[config.mk]
export PLATFORM = sky130hd
export DESIGN_NAME = iiaux_input_irq
export DESIGN_NICKNAME = d
export VERILOG_FILES = /design/src/core/iiaux_pkg.sv /design/src/core/iiaux_analog_sel.sv /design/src/core/iiaux_input_irq.sv
export SDC_FILE = /design/constraint.sdc
export NUM_CORES = 1
export LEC_CHECK = 0
export CELL_PAD_IN_SITES_DETAIL_PLACEMENT = 0
export CELL_PAD_IN_SITES_GLOBAL_PLACEMENT = 1
export CORE_AREA = 2 2 263 265
export DETAILED_ROUTE_END_ITERATION = 10
export DIE_AREA = 0 0 265 267
export DONT_BUFFER_PORTS = 1
export PLACE_DENSITY_LB_ADDON = 0.1
export SKIP_CTS_REPAIR_TIMING = 1
export SLEW_MARGIN = 10
export SYNTH_ARGS = -nofsm -noshare
export SYNTH_HDL_FRONTEND = slang
export SYNTH_HIERARCHICAL = 1
export SYNTH_SLANG_ARGS = --single-unit
[constraint.sdc]
create_clock -name mclk -period 2.7 [get_ports mclk]
set_input_delay 0.27 -clock mclk [delete_from_list [all_inputs] [get_ports mclk]]
set_output_delay 0.27 -clock mclk [all_outputs]
set_load 0.02 [all_outputs]
[src/core/iiaux_pkg.sv]
// Constants for the input interrupt and auxiliary input block
`default_nettype none
package iiaux_pkg;
	localparam int NUM_INPUTS = 96;
	localparam int IDX_W = 7;
	localparam logic [6:0] AUX_FIRST = 7'h51;
	localparam logic [6:0] EXT_FIRST = 7'h11;
	localparam logic [6:0] EXT_LAST = 7'h50;
	localparam int EXT_BLOCKS = 8;
	localparam int BLOCK_BITS = 8;
	localparam int AN_CHANNELS = 8;
	localparam int AN_RES_STD = 12;
	localparam int AN_RES_OPT = 16;
	localparam logic [2:0] AN_FIRST = 3'h1;
	typedef enum logic [2:0] {
		IIAUX_RUN = 3'h1,
		IIAUX_SERVICE = 3'h2,
		IIAUX_DETACHED = 3'h4
	} iiaux_state_e;
endpackage : iiaux_pkg
`default_nettype wire

[src/core/iiaux_analog_sel.sv]
// Analog channel selection and result register
`default_nettype none
module iiaux_analog_sel #(
	parameter int RES = iiaux_pkg::AN_RES_STD
) (
	input wire logic mclk,
	input wire logic nrst,
	input wire logic [iiaux_pkg::AN_CHANNELS*16-1:0] anSamples,
	input wire logic anReq,
	input wire logic [3:0] anChannel,
	output logic [15:0] anValue,
	output logic anValid,
	output logic anError
);
	if (RES != iiaux_pkg::AN_RES_STD && RES != iiaux_pkg::AN_RES_OPT) begin : gBadRes
		$error("Unsupported resolution");
	end
	logic [15:0] next_anValue;
	logic next_anValid;
	logic next_anError;
	logic [3:0] idx;
	always_comb begin
		idx = anChannel - 4'(iiaux_pkg::AN_FIRST);
		next_anValue = anValue;
		next_anValid = 1'b0;
		next_anError = 1'b0;
		if (anReq) begin
			if (anChannel >= 4'(iiaux_pkg::AN_FIRST) && anChannel <= 4'(iiaux_pkg::AN_CHANNELS)) begin
				next_anValue = anSamples[idx[2:0]*16 +: 16] & ~((16'hffff) >> RES);
				next_anValid = 1'b1;
			end else begin
				next_anError = 1'b1;
			end
		end
	end
	always_ff @(posedge mclk or negedge nrst) begin
		if (!nrst) begin
			anValue <= 16'h0000;
			anValid <= 1'b0;
			anError <= 1'b0;
		end else begin
			anValue <= next_anValue;
			anValid <= next_anValid;
			anError <= next_anError;
		end
	end
	anValid_error_a: assert property (@(posedge mclk) disable iff (!nrst)
		anReq |=> anValid != anError) else $error("Valid and error together");
endmodule : iiaux_analog_sel
`default_nettype wire

[src/core/iiaux_input_irq.sv]
// Input interrupt, auxiliary inputs, level query and extended I/O
`default_nettype none
module iiaux_input_irq #(
	parameter int AXES = 8,
	parameter int PC_W = 16,
	parameter int AN_RES = iiaux_pkg::AN_RES_STD
) (
	input wire logic mclk,
	input wire logic nrst,
	input wire logic [15:0] genIn,
	input wire logic [AXES-1:0] auxChanA,
	input wire logic [AXES-1:0] auxChanB,
	input wire logic [AXES-1:0] axisStepper,
	input wire logic [63:0] extIn,
	input wire logic [7:0] extDirWr,
	input wire logic extDirWrEn,
	input wire logic [63:0] extOutWr,
	input wire logic extOutWrEn,
	input wire logic irqEnableCmd,
	input wire logic irqRangeGiven,
	input wire logic [6:0] irqFirst,
	input wire logic [6:0] irqLast,
	input wire logic [95:0] irqMask,
	input wire logic [PC_W-1:0] curPc,
	input wire logic [PC_W-1:0] serviceAddr,
	input wire logic irqReturnInstr,
	input wire logic returnStackClearInstr,
	input wire logic queryReq,
	input wire logic [6:0] queryIndex,
	input wire logic [iiaux_pkg::AN_CHANNELS*16-1:0] anSamples,
	input wire logic anReq,
	input wire logic [3:0] anChannel,
	output logic [63:0] extOut,
	output logic [7:0] extDir,
	output logic queryLevel,
	output logic queryValid,
	output logic queryError,
	output logic pcLoad,
	output logic [PC_W-1:0] pcTarget,
	output logic inService,
	output logic [95:0] irqEnabled,
	output logic [15:0] anValue,
	output logic anValid,
	output logic anError
);
	if (AXES < 1 || AXES > 8) begin : gBadAxes
		$error("AXES must be 1 to 8");
	end
	if (PC_W < 1) begin : gBadPc
		$error("PC_W must be positive");
	end

	function automatic logic validIdx(input logic [6:0] n);
		validIdx = n >= 7'h01 && n <= 7'(iiaux_pkg::NUM_INPUTS);
	endfunction : validIdx

	// Live level and availability of general inputs 1 to 16, bit k is input k+1; bits above 15 stay zero here
	logic [95:0] level;
	logic [95:0] avail;
	always_comb begin
		level = '0;
		avail = '0;
		level[15:0] = genIn;
		avail[15:0] = 16'hffff;
	end
	logic [63:0] extLevel;
	logic [31:0] auxLevel;
	logic [31:0] auxAvail;
	genvar g;
	generate
		for (g = 0; g < iiaux_pkg::EXT_BLOCKS; g++) begin : gExt
			assign extLevel[g*8 +: 8] = extDir[g] ? extOut[g*8 +: 8] : extIn[g*8 +: 8];
		end
		for (g = 0; g < 16; g++) begin : gAux
			if (g < AXES) begin : gOn
				assign auxLevel[2*g] = auxChanA[g];
				assign auxLevel[2*g+1] = auxChanB[g];
				assign auxAvail[2*g +: 2] = {2{~axisStepper[g]}};
			end else begin : gOff
				assign auxLevel[2*g +: 2] = 2'b11;
				assign auxAvail[2*g +: 2] = 2'b00;
			end
		end
	endgenerate
	logic [95:0] allLevel;
	logic [95:0] allAvail;
	assign allLevel = {auxLevel[15:0], extLevel, level[15:0]};
	assign allAvail = {auxAvail[15:0], 64'hffffffffffffffff, avail[15:0]};

	// Extended I/O direction and output latches
	logic [7:0] next_extDir;
	logic [63:0] next_extOut;
	always_comb begin
		next_extDir = extDirWrEn ? extDirWr : extDir;
		next_extOut = extOut;
		for (int b = 0; b < iiaux_pkg::EXT_BLOCKS; b++) begin
			if (extOutWrEn && next_extDir[b]) next_extOut[b*8 +: 8] = extOutWr[b*8 +: 8];
		end
	end

	// Level query
	logic next_queryLevel;
	logic next_queryValid;
	logic next_queryError;
	logic [6:0] qi;
	always_comb begin
		qi = queryIndex - 7'h01;
		next_queryLevel = queryLevel;
		next_queryValid = 1'b0;
		next_queryError = 1'b0;
		if (queryReq) begin
			if (validIdx(queryIndex) && allAvail[qi]) begin
				next_queryLevel = allLevel[qi];
				next_queryValid = 1'b1;
			end else begin
				next_queryError = 1'b1;
			end
		end
	end

	// Enable set
	logic [95:0] next_irqEnabled;
	always_comb begin
		next_irqEnabled = irqEnabled;
		if (irqEnableCmd) begin
			if (irqRangeGiven) begin
				for (int k = 0; k < iiaux_pkg::NUM_INPUTS; k++) begin
					next_irqEnabled[k] = 7'(k + 1) >= irqFirst && 7'(k + 1) <= irqLast;
				end
			end else begin
				next_irqEnabled = irqMask;
			end
		end
	end

	// Sequencer diversion
	iiaux_pkg::iiaux_state_e state;
	iiaux_pkg::iiaux_state_e next_state;
	logic [PC_W-1:0] retPc;
	logic [PC_W-1:0] next_retPc;
	logic next_pcLoad;
	logic [PC_W-1:0] next_pcTarget;
	logic trigger;
	assign trigger = |(irqEnabled & allAvail & ~allLevel);
	always_comb begin
		next_state = state;
		next_retPc = retPc;
		next_pcLoad = 1'b0;
		next_pcTarget = pcTarget;
		case (state)
			iiaux_pkg::IIAUX_RUN: begin
				if (trigger) begin
					next_retPc = curPc;
					next_pcLoad = 1'b1;
					next_pcTarget = serviceAddr;
					next_state = iiaux_pkg::IIAUX_SERVICE;
				end
			end
			iiaux_pkg::IIAUX_SERVICE: begin
				if (irqReturnInstr) begin
					next_pcLoad = 1'b1;
					next_pcTarget = retPc;
					next_state = iiaux_pkg::IIAUX_RUN;
				end else if (returnStackClearInstr) begin
					next_state = iiaux_pkg::IIAUX_DETACHED;
				end
			end
			iiaux_pkg::IIAUX_DETACHED: begin
				if (irqReturnInstr) next_state = iiaux_pkg::IIAUX_RUN;
			end
			default: next_state = iiaux_pkg::IIAUX_RUN;
		endcase
	end

	always_ff @(posedge mclk or negedge nrst) begin
		if (!nrst) begin
			extDir <= 8'h00;
			extOut <= 64'h0000000000000000;
			queryLevel <= 1'b0;
			queryValid <= 1'b0;
			queryError <= 1'b0;
			irqEnabled <= 96'h0;
			state <= iiaux_pkg::IIAUX_RUN;
			retPc <= '0;
			pcLoad <= 1'b0;
			pcTarget <= '0;
			inService <= 1'b0;
		end else begin
			extDir <= next_extDir;
			extOut <= next_extOut;
			queryLevel <= next_queryLevel;
			queryValid <= next_queryValid;
			queryError <= next_queryError;
			irqEnabled <= next_irqEnabled;
			state <= next_state;
			retPc <= next_retPc;
			pcLoad <= next_pcLoad;
			pcTarget <= next_pcTarget;
			inService <= next_state != iiaux_pkg::IIAUX_RUN;
		end
	end

	iiaux_analog_sel #(.RES(AN_RES)) uAnalog (
		.mclk(mclk),
		.nrst(nrst),
		.anSamples(anSamples),
		.anReq(anReq),
		.anChannel(anChannel),
		.anValue(anValue),
		.anValid(anValid),
		.anError(anError)
	);

	irq_take_a: assert property (@(posedge mclk) disable iff (!nrst)
		(state == iiaux_pkg::IIAUX_RUN && trigger) |=> pcLoad && pcTarget == $past(serviceAddr)) else $error("No jump");
	irq_return_a: assert property (@(posedge mclk) disable iff (!nrst)
		(state == iiaux_pkg::IIAUX_SERVICE && irqReturnInstr) |=> pcLoad && pcTarget == $past(retPc)) else $error("Bad return");
	no_reenter_a: assert property (@(posedge mclk) disable iff (!nrst)
		(state != iiaux_pkg::IIAUX_RUN && !irqReturnInstr) |=> !pcLoad)
		else $error("Re-entered");
	stack_clear_a: assert property (@(posedge mclk) disable iff (!nrst)
		(state == iiaux_pkg::IIAUX_SERVICE && returnStackClearInstr && !irqReturnInstr) |=> !pcLoad && inService)
		else $error("Stack clear failed");
	range_en_a: assert property (@(posedge mclk) disable iff (!nrst)
		(irqEnableCmd && irqRangeGiven && validIdx(irqFirst) && irqFirst <= irqLast) |=> irqEnabled[$past(irqFirst) - 7'h01])
		else $error("Range not enabled");
	mask_en_a: assert property (@(posedge mclk) disable iff (!nrst)
		(irqEnableCmd && !irqRangeGiven) |=> irqEnabled == $past(irqMask)) else $error("Mask not loaded");
	query_a: assert property (@(posedge mclk) disable iff (!nrst)
		(queryReq && !validIdx(queryIndex)) |=> queryError && !queryValid) else $error("Bad index accepted");
	stepper_a: assert property (@(posedge mclk) disable iff (!nrst)
		(queryReq && queryIndex == iiaux_pkg::AUX_FIRST && axisStepper[0]) |=> queryError) else $error("Stepper aux read");
	aux_map_a: assert property (@(posedge mclk) disable iff (!nrst)
		(queryReq && queryIndex == iiaux_pkg::AUX_FIRST && !axisStepper[0]) |=> queryLevel == $past(auxChanA[0]))
		else $error("Aux map wrong");
	ext_dir_a: assert property (@(posedge mclk) disable iff (!nrst)
		extDirWrEn |=> extDir == $past(extDirWr)) else $error("Direction not set");
	take_c: cover property (@(posedge mclk) disable iff (!nrst) state == iiaux_pkg::IIAUX_RUN && trigger);
	ret_c: cover property (@(posedge mclk) disable iff (!nrst) state == iiaux_pkg::IIAUX_SERVICE && irqReturnInstr);
	clear_c: cover property (@(posedge mclk) disable iff (!nrst) state == iiaux_pkg::IIAUX_DETACHED);
	query_c: cover property (@(posedge mclk) disable iff (!nrst) queryValid);
endmodule : iiaux_input_irq
`default_nettype wire

=== Word-level counts from Yosys, hierarchy flattened ===
Index checks and enable logic that the tools add are counted.
Widths: inputs -> output; s select.

* Magnitude comparators: 197
* Equal/unequal tests: 6
* Reductions and logical operators: 113
* Shift operators: 1
* Mux-type cells: 33
* Add/subtract/negate cells: 2
* Bitwise gates (word level): 11

{| class="wikitable"
|+ Operators with widths
! cell !! count
|-
| $ge 7x7->1 const A || 33
|-
| $le 7x7->1 const A || 33
|-
| $ge 6x7->1 const A || 32
|-
| $le 6x7->1 const A || 32
|-
| $and 96x96->96 || 2
|-
| $shiftx 128x8->16 || 1
|-
| $ge 5x7->1 const A || 16
|-
| $le 5x7->1 const A || 16
|-
| $logic_and 1x1->1 || 107
|-
| $mux 96 || 1
|-
| $not 96->96 || 1
|-
| $reduce_or 96->1 || 1
|-
| $mux 8 || 9
|-
| $ge 4x7->1 const A || 8
|-
| $le 4x7->1 const A || 8
|-
| $mux 16 || 2
|-
| $pmux 16 s2 || 1
|-
| $ge 3x7->1 const A || 4
|-
| $le 3x7->1 const A || 4
|-
| $bmux 1 s7 || 2
|-
| $ge 2x7->1 const A || 2
|-
| $le 2x7->1 const A || 2
|-
| $mux 1 || 12
|-
| $mux 3 || 4
|-
| other kinds (20) || 30
|}

* Logic and storage cells: 384
* Output and inout port bits: 207
* Register bits: 222

=== Logic depth before layout (Yosys ltp) ===
Gate-level depths: netlist of the first run.

* Depth in word-level cells: 7
* Gate-level depth with buffers: 14

=== Modules after synthesis ===
Netlist of the first run, hierarchy kept.

{| class="wikitable"
|+ Modules (own cells, without submodules)
! module !! seq. area each (um^2) !! area each (um^2) !! instances !! cells an instance
|-
| iiaux_input_irq || 5206.2 || 13500.4 || 1 || 1453
|-
| iiaux_analog_sel || 350.3 || 1427.6 || 1 || 144
|}

=== Least setup slack after synthesis of the first run ===
No wires, ideal clock.

* Path kind: input to register
* From: input queryIndex[0]
* To: register queryLevel
* Stages: 11
* Buffers on the path: 3
* Setup slack: -0.214 ns
* Required time: 2.579 ns
* Library setup time: 0.121 ns
* Data arrival time: 2.793 ns
* Cells stage by stage: inv_1 > buf_1 > ha_1 > buf_2 > xor2_1 > buf_4 > mux4_2 > a2111o_1 > nand4_1 > o22ai_1 > o22a_1

* Longest elaborated chain between the ends: 5
* Elaborated cells between the ends (all ways): 10
* Those cells by class: add/sub (1); order compare (2); mux (4); reduce/logical (3)

{| class="wikitable"
|+ Ends and longest elaborated chain
! element !! line !! RTL
|-
| from (decl) || iiaux_input_irq.sv:29 || <nowiki>input wire logic [6:0] queryIndex,</nowiki>
|-
| $sub 7x1->7 || iiaux_input_irq.sv:107 || <nowiki>qi = queryIndex - 7'h01;</nowiki>
|-
| $bmux 1 s7 || iiaux_input_irq.sv:112 || <nowiki>if (validIdx(queryIndex) && allAvail[qi]) begin</nowiki>
|-
| $mux 1 (not written as such) || iiaux_input_irq.sv:112 ||
|-
| $logic_and 1x1->1 || iiaux_input_irq.sv:112 ||
|-
| $reduce_and 2->1 (no line) || -- ||
|-
| to (signal assigned) || iiaux_input_irq.sv:191 || <nowiki>queryLevel <= next_queryLevel;</nowiki>
|-
| to (decl) || iiaux_input_irq.sv:35 || <nowiki>output logic queryLevel,</nowiki>
|}

Parallel ways exist; a longest one is shown, timed or not. The select of a mux whose other input is x is not followed.
A chain may end at the register's enable or synchronous reset.

=== Final worst setup path of the first run ===
* From: register extDir[6]
* To: register retPc[14]

* Longest elaborated chain between the ends: 5

{| class="wikitable"
|+ Ends and longest elaborated chain
! element !! line !! RTL
|-
| from (decl) || iiaux_input_irq.sv:34 || <nowiki>output logic [7:0] extDir,</nowiki>
|-
| from (signal assigned) || iiaux_input_irq.sv:189 || <nowiki>extDir <= next_extDir;</nowiki>
|-
| $mux 8 || iiaux_input_irq.sv:72 || <nowiki>assign extLevel[g*8 +: 8] = extDir[g] ? extOut[g*8 +: 8] : extIn[g*8 +: 8];</nowiki>
|-
| $not 96->96 || iiaux_input_irq.sv:144 || <nowiki>assign trigger = |(irqEnabled & allAvail & ~allLevel);</nowiki>
|-
| $and 96x96->96 || iiaux_input_irq.sv:144 ||
|-
| $reduce_or 96->1 || iiaux_input_irq.sv:144 ||
|-
| $reduce_and 2->1 (no line) || -- ||
|-
| to (signal assigned) || iiaux_input_irq.sv:196 || <nowiki>retPc <= next_retPc;</nowiki>
|-
| to (decl) || iiaux_input_irq.sv:139 || <nowiki>logic [PC_W-1:0] retPc;</nowiki>
|}

No other way between the ends.

==> results of run 1 <==
## layout make-up
type | instances | area share, %
sequential | 222 | 26.76
clock inverter | 16 | 1.012
tap | 882 | 5.313
timing repair buffer | 466 | 19.55
multi-input combinational | 1209 | 41.90
clock buffer | 46 | 4.753
antenna | 9 | 0.1084
inverter | 33 | 0.6024
## cells by family (layout without fill, tap and decap cells)
group / after synthesis / after routing / share of synthesized area, %
compound gates: 471 / 471 / 20.99
xor+xnor: 9 / 9 / 0.5280
fa+ha+maj: 6 / 6 / 0.5029
buf+inv: 169 / 561 / 5.398
flops: 222 / 222 / 37.22
mux: 252 / 252 / 21.35
other cells: 1 / 13 / 0.02512
simple gates: 467 / 467 / 13.99
## sequential cells by signal (all words and copies together), names as in the netlist, 3 cells and up
| signal | cells |
|---|---|
| irqEnabled | 96 |
| pcTarget | 16 |
| uAnalog/anValue | 12 |
| state | 3 |
| extOut | 64 |
| retPc | 16 |
| extDir | 8 |
## per-layer routing
layer / vias to the layer above / share of wire [%]
met5: - / 0.10
met4: 14 / 2.1
met3: 122 / 9.8
met2: 690 / 47
met1: 7686 / 41
li1: 6706 / -
## where the power goes
group / internal, mW / leakage [nW] / switching [mW]
registers: 4.02 / 2.60 / 0.815
logic: 2.44 / 5.48 / 2.83
clock network: 2.96 / 0.597 / 1.89
total: 9.42 / 8.68 / 5.54
## worst max-delay path by stage
stage                        startpoint           to  slack (ps)
after floorplan           queryIndex[0]   queryLevel          30
after global routing          extDir[7]  pcTarget[2]        -130
after global placement        extDir[6]  pcTarget[6]        -580
after CTS                     extDir[6]  pcTarget[6]        -660
after detailed placement      extDir[6]  pcTarget[6]        -640
final                         extDir[6]    retPc[14]         -20
## cell usage in the layout, fill, tap and decap left out, types with 30 or more instances in the layout
cell	n
nor2_1	206
a21oi_1	146
inv_1	30
buf_4	303
mux2_2	131
dlygate4sd3_1	147
clkbuf_16	37
a22oi_1	45
mux4_2	36
o22ai_1	31
nand2_1	120
mux2i_1	74
dfrtp_1	220
o21ai_0	66
## per-stage QoR
step           cells  cell area [µm²]
2_1_floorplan   1600            14940
3_3_place_gp    2658            17820
3_5_place_dp    2658            17820
4_1_cts         2720            19010
5_1_grt         2875            20750
6_report        2883            20770
## worst reg2reg max path, cell delays in order, from the launching register on
cell	delay [ps]
dfrtp_1	400
buf_6	130
mux2i_1	110
buf_4	160
a2111o_1	420
nor4_4	300
buf_4	160
and4_4	310
a211oi_4	90
buf_12	180
mux2_4	320
==> reports/metrics.cfg, run 1 <==
[pwr]
leakagePower_nw=8.684
cellPowerDensity_nw_per_um2=720.2
finalPower_mw=14.96
peakVddDrop_mv=0.3646

[place]
gp_congestion=0.9020
dp_worst_setup_slack_ps=-640.7
port_buffers=0
place_hpwl_um=74090

[cts]
clk_latency_ps=570
cts.clk_slew.worst_paths_ps=60
ctsRootBufferMaster=clkbuf_16
cts_tree=yes
clockBufferDepth=3
clock-sinks=222
cts_max_level=2
cts_made_buffers=34

[timing]
hold_viol=227
worst_pin_slew_ps=1124
hold_ws_ps=-594.9
post-route-min-period_ps=2720
maxSlewHeadroom_pct=24.50
setup_slack_ps=-19.84
drv_slew=0
fin_crit_sh_pct=100.7
setup_tns_ps=-138.3
rsz0062_at_grt=true
max_freq_mhz=367.7
clock_skew_ps=25.89
finalSetupViolations=13

[grt]
grt_overflow=0
met2_usage_pct=41.21
use_met3_pct=8.866
antenna_found_initial=12
grt_busiest_layer=met2
grt_pass1_wl_um=123700
grt_max_degree=223
met1_usage_pct=31.38
track_usage_pct=24.95
grt_pass1_vias=14680

[worst_setup_path]
r2r-start=extDir[6]
critPathLaunchType=flop
r2r_cells=10
reg2reg_slack_ps=-20
crit_type=reg -> reg
critical_path.max_stage_delay_ps=420
required_ps=3140
crit_path_cell_trace=buf_6 -> mux2i_1 -> buf_4 -> a2111o_1 -> nor4_4 -> buf_4 -> and4_4 -> a211oi_4 -> buf_12 -> mux2_4
cp_max_fo=16
critPathSlowestCell=a2111o_1
critPathCaptureType=flop
crit_top_cell=buf_4
crit_family=buffers and inverters
crit_cells=10
path_buf_inv=4
crit_arrival_ps=3160
timing.rr.end=retPc[14]

[status]
violations=hold timing, setup timing
status=finished, violations left

[synthesis]
synth_area_leaders=dfrtp_1 (37%), mux2_2 (9.9%), mux4_2 (5.4%)
synth_most_common_cell=dfrtp_1
yosys_register_bits=222
syn_inst=1597
ys_seq_area_share_pct=37.22
yosys_warnings=6
synth_edf_count=0
syn_avg_cell_area_um2=9.348
yosysTopAreaCell=dfrtp_1
synth_cell_type_count=68
syn_area_um2=14930
synth_top_cell_area_share_pct=37.05
async_reset_ff_share_pct=100.0
synth_ff_type=dfrtp_1
synthTopCellsByCount=dfrtp_1 (221), nor2_1 (206), a21oi_1 (146)

[final_layout]
final_net_count=2439
area_growth_pct=39.14
fin_util_pct=30.55
register_area_um2=5558
nFillCells=7248
multiInputGateArea_um2=8703
drive_above_1_share_pct=30.57

[die]
rows=96
die-height_um=267
die_area_um2=70760
io_pins=674
coreArea_um2=67990
start_util_pct=21.96
die_w_um=265

[drt]
drt_iter0_markers=1319
wl_per_cell_um=32.61
dr.pass1.iters=6
num_vias=15220
route.detailed.drc=0
finalWirelength_um=94020
ant_nets=0
vias_per_cell=5.279

[hold_path]
hp-class=in -> async

[flow_run]
max-cap-violations=0

No activity file was read; power rests on OpenSTA's default activity.
==> run 2: changes to the inputs <==
--- a/config.mk
+++ b/config.mk
@@ -5,12 +5,12 @@
 export SDC_FILE = /design/constraint.sdc
 export NUM_CORES = 1
 export LEC_CHECK = 0
+export BUFFER_PORTS_ARGS = -buffer_cell sky130_fd_sc_hd__buf_2
 export CELL_PAD_IN_SITES_DETAIL_PLACEMENT = 0
 export CELL_PAD_IN_SITES_GLOBAL_PLACEMENT = 1
-export CORE_AREA = 2 2 263 265
+export CORE_AREA = 2 2 265 267
 export DETAILED_ROUTE_END_ITERATION = 10
-export DIE_AREA = 0 0 265 267
-export DONT_BUFFER_PORTS = 1
+export DIE_AREA = 0 0 267 269
 export PLACE_DENSITY_LB_ADDON = 0.1
 export SKIP_CTS_REPAIR_TIMING = 1
 export SLEW_MARGIN = 10
==> run 2 against run 1 <==
Net effect:
- the run ends with hold timing left
- critical path depth unchanged
- clock power down 13%
- die area grew 1.5%
- critical endpoint is now retPc[5]
- clock-buffer cell count is 5 lower
==> reports/metrics.cfg, run 2 (synthesized netlist as in run 1, its figures left out) <==
[worst_setup_path]
reg2reg_slack_ps=0.4
cp_max_fo=9
required_ps=3200
crit_arrival_ps=3200
r2r-start=extDir[6]
crit_type=reg -> reg
critPathSlowestCell=dfrtp_1
critPathLaunchType=flop
timing.rr.end=retPc[5]
r2r_cells=10
crit_path_cell_trace=buf_12 -> mux2i_1 -> buf_4 -> a22oi_1 -> o211ai_1 -> nor4_2 -> and4_4 -> a211oi_4 -> clkbuf_16 -> mux2_4
critPathCaptureType=flop
critical_path.max_stage_delay_ps=390

[timing]
rsz0062_at_grt=true
fin_crit_sh_pct=99.99
hold_ws_ps=-31.08
hold_viol=2
worst_pin_slew_ps=784.6
finalSetupViolations=0
max_freq_mhz=370.4
setup_tns_ps=0
drv_slew=0
clock_skew_ps=18.04
post-route-min-period_ps=2700
maxSlewHeadroom_pct=47.69

[hold_path]
hold_start=irqMask[73]
hp-class=in -> reg
holdPathStages=3
holdPathEnd=irqEnabled[73]

[final_layout]
top_regs=irqEnabled: 96 flops, extOut: 64 flops
drive_above_1_share_pct=47.76
largest_reg_flops=96
mostFrequentLayoutCells=buf_2 (635), buf_4 (316), dfrtp_1 (221)
top_register=irqEnabled
final_net_count=3065
stdcell_area_um2=23770
fin_util_pct=34.30
area_growth_pct=59.25
nFillCells=7402
final_common_cell=buf_2

[cts]
cts_made_buffers=31
cts_max_level=1
cts.clk_slew.worst_paths_ps=60
clockBufferDepth=3
cts_tree=yes
ctsRootBufferMaster=clkbuf_16
clock-sinks=222
clk_latency_ps=620

[grt]
track_usage_pct=25.90
grt_max_degree=176
grt_pass1_wl_um=132400
grt_overflow=0
grt_pass1_vias=17100
antenna_found_initial=10

[pwr]
leakagePower_nw=11.08
peakVddDrop_mv=0.5452
finalPower_mw=15.25
cellPowerDensity_nw_per_um2=641.4

[place]
gp_congestion=0.9344
post_dp_cell_area_um2=21280
place_hpwl_um=79290
port_buffers=637

[die]
start_util_pct=21.54
io_pins=674
die_w_um=267
coreArea_um2=69300
die_area_um2=71820
die-height_um=269
rows=97

[drt]
num_vias=17650
finalWirelength_um=97860
dr.pass1.iters=5
vias_per_cell=4.958
drt_iter0_markers=1443
route.detailed.drc=0
ant_nets=0
wl_per_cell_um=27.49

[flow_run]
max-cap-violations=0

[status]
violations=hold timing
status=finished, violations left

run 2: cell types whose count changed in the layout (fill, tap and decap cells not counted), sizes merged, moves of 2 or more:
cell and delta:
buf +651, clkbuf -4, clkinv -5, clkinvlp +2, diode -4, dlygate4sd3 -23, inv +3
run 2: area by class of cell:
| cell class | count | area, µm² | share of cell area, % |
|---|---|---|---|
| antenna | 5 | 12.51 | 0.05263 |
| clock buffer | 41 | 823.3 | 3.463 |
| clock inverter | 15 | 180.2 | 0.7579 |
| inverter | 33 | 123.9 | 0.5211 |
| multi-input combinational | 1209 | 8716 | 36.66 |
| sequential | 222 | 5557 | 23.37 |
| tap | 940 | 1176 | 4.947 |
| timing repair buffer | 1095 | 7184 | 30.22 |
run 2: layer usage:
metal | vias up | track usage, % | part of all wire [%]
met5 | - | 0 | 0.053
met4 | 8 | 4.297 | 1.9
met3 | 103 | 3.845 | 6.0
met2 | 743 | 42.86 | 47
met1 | 8849 | 36.21 | 45
li1 | 7947 | - | -
run 2: power breakdown:
| part | switching [mW] | internal (mW) | total [mW] |
|---|---|---|---|
| combinational | 3.49 | 2.91 | 6.40 |
| sequential | 0.605 | 4.02 | 4.62 |
| clock | 1.79 | 2.44 | 4.23 |
run 2: worst max-delay path: cells and delay by family, from the launching register on:
| kind | cells | cell delay (ps) |
|---|---|---|
| simple gates | 2 | 630 |
| compound gates | 3 | 620 |
| buf+inv | 3 | 490 |
| mux | 2 | 440 |
| flops | 1 | 390 |
run 2: how the worst max path moves through the flow:
stage,end,startpoint,depth (start not counted),slack (ps)
2_1_floorplan,queryLevel,queryIndex[0],11,30
3_3_place_gp,queryLevel,queryIndex[1],11,-500
3_5_place_dp,retPc[4],extDir[6],9,-560
4_1_cts,retPc[15],extDir[6],9,-570
5_1_grt,retPc[12],irqEnabled[8],9,-90
6_report,retPc[5],extDir[6],10,0.4
run 2: stage by stage:
step                std cells  setup WS (ps)
floorplan                1600          29.05
global placement         3370         -503.2
detailed placement       3370         -562.4
CTS                      3426         -571.5
global route             3557         -85.73
finish                   3560         0.3706
==> run 3: changes to the inputs <==
==> constraint.sdc (replaced) <==
create_clock -name mclk -period 3 [get_ports mclk]
set_input_delay 0.3 -clock mclk [delete_from_list [all_inputs] [get_ports mclk]]
set_output_delay 0.3 -clock mclk [all_outputs]
set_load 0.02 [all_outputs]
==> run 3 against run 2 <==
Net effect:
- the flow now finishes without violations
- clock skew is 9.6 ps higher
- core utilization decreased by 1.8 points
- sequential share of layout area grew 1.3 points
- non-clock buffer count decreased by 157
- clock power hardly changed
- design area fell by 5.4%
- critical path type unchanged
==> reports/metrics.cfg, run 3 (synthesized netlist as in run 1, its figures left out) <==
[status]
status=finished clean

[worst_setup_path]
critPathSlowestCell=dfrtp_1
crit_arrival_ps=3240
critPathCaptureType=flop
crit_path_cell_trace=nor2b_1 -> a2111oi_2 -> nand4_1 -> buf_4 -> nor4_1 -> and4_4 -> buf_12 -> a211oi_4 -> buf_4 -> mux2_4
cp_max_fo=19
required_ps=3430
crit_type=reg -> reg
critical_path.max_stage_delay_ps=430
critPathLaunchType=flop
crit_top_cell=buf_4

[die]
die_w_um=267
rows=97
die-height_um=269
die_area_um2=71820
io_pins=674
start_util_pct=21.54
coreArea_um2=69300

[drt]
ant_nets=0
route.detailed.drc=0
num_vias=17240
vias_per_cell=5.058
dr.pass1.iters=6
drt_iter0_markers=1789
wl_per_cell_um=28.51
finalWirelength_um=97170

[grt]
grt_max_degree=176
grt_pass1_vias=16910
grt_pass1_wl_um=131900
antenna_found_initial=19
track_usage_pct=25.94
grt_overflow=0

[final_layout]
largest_reg_flops=96
top_register=irqEnabled
area_growth_pct=50.67
stdcell_area_um2=22490
top_regs=irqEnabled: 96 flops, extOut: 64 flops
fin_cells=3408
final_common_cell=buf_2
nFillCells=7494
multiInputGateArea_um2=8633
fin_util_pct=32.46
final_net_count=2911
mostFrequentLayoutCells=buf_2 (635), dfrtp_1 (221), buf_4 (211)
register_area_um2=5557
drive_above_1_share_pct=46.14

[timing]
clock_skew_ps=27.69
finalSetupViolations=0
drv_slew=0
fin_crit_sh_pct=93.76
hold_viol=0
worst_pin_slew_ps=1017
setup_slack_ps=187.2
maxSlewHeadroom_pct=32.22
max_freq_mhz=355.5
rsz0062_at_grt=false
post-route-min-period_ps=2813

[hold_path]
hp-class=in -> reg

[cts]
cts_tree=yes
clock-sinks=222
clockBufferDepth=3
clk_latency_ps=550
cts.clk_slew.worst_paths_ps=60
ctsRootBufferMaster=clkbuf_16
cts_max_level=2
cts_made_buffers=34

[pwr]
finalPower_mw=13.78
peakVddDrop_mv=0.2921
cellPowerDensity_nw_per_um2=612.8
leakagePower_nw=10.39

[place]
port_buffers=637
place_hpwl_um=78870
gp_congestion=0.9502
placed_cells=3264
post_dp_cell_area_um2=20490
dp_worst_setup_slack_ps=-360.1

[flow_run]
max-cap-violations=0

## run 3: changes by cell type in the layout (fill, tap and decap cells not counted), sizes merged, moves of 2 or more
cell         change
diode            +3
buf            -107
clkinv           -2
dlygate4sd3     -47
clkinvlp         +2
## run 3: per-layer routing
metal	vias to the layer above	track usage (%)	share of wire, %	wire length (µm)
li1	7652	-	-	-
met1	8635	36.14	44	42980
met2	795	41.46	46	44890
met3	140	4.877	7.3	7103
met4	16	5.998	2.1	2086
met5	-	0	0.11	106
## run 3: final cells by class
cell class	count	area share, %
antenna	8	0.08901
inverter	33	0.5507
tap	940	5.229
clock buffer	43	4.245
sequential	222	24.71
multi-input combinational	1209	38.38
timing repair buffer	938	25.89
clock inverter	15	0.9068
## run 3: power by group
group,switching [mW],leakage [nW],internal (mW),total [mW]
clock,1.62,0.560,2.60,4.22
sequential,0.604,2.60,3.62,4.22
combinational,3.01,7.22,2.33,5.34
total,5.24,10.4,8.55,13.8
## run 3: final timing paths
check / startpoint / end / slack [ps] / depth (start not counted)
worst max-delay path: irqEnabled[6] / retPc[7] / 190 / 10
worst min-delay path: extOutWr[27] / extOut[27] / 20 / 2
worst max register to register: irqEnabled[6] / retPc[7] / 190 / 10
worst min register to register: uAnalog/anValue[8] / uAnalog/anValue[8] / 470 / 2
max in group asynchronous: nrst / irqEnabled[9] / 1820 / 3
min in group asynchronous: nrst / irqEnabled[88] / 300 / 2
## run 3: critical path: cells and delay by family, from the launching register on
| kind | cells | cell delay (ps) |
|---|---|---|
| DFF | 1 | 430 |
| buffers and inverters | 3 | 580 |
| AOI/OAI and AO/OA | 2 | 430 |
| and+or+nand+nor | 4 | 970 |
| muxes | 1 | 310 |
## run 3: metrics by stage
step / hold slack [ps] / TNS [ps]
finish: 20.53 / 0
global route: 0.9895 / 0
CTS: -281.4 / -8640
detailed placement: 294.8 / -8311
global placement: 296.4 / -8281
floorplan: 4.409 / 0
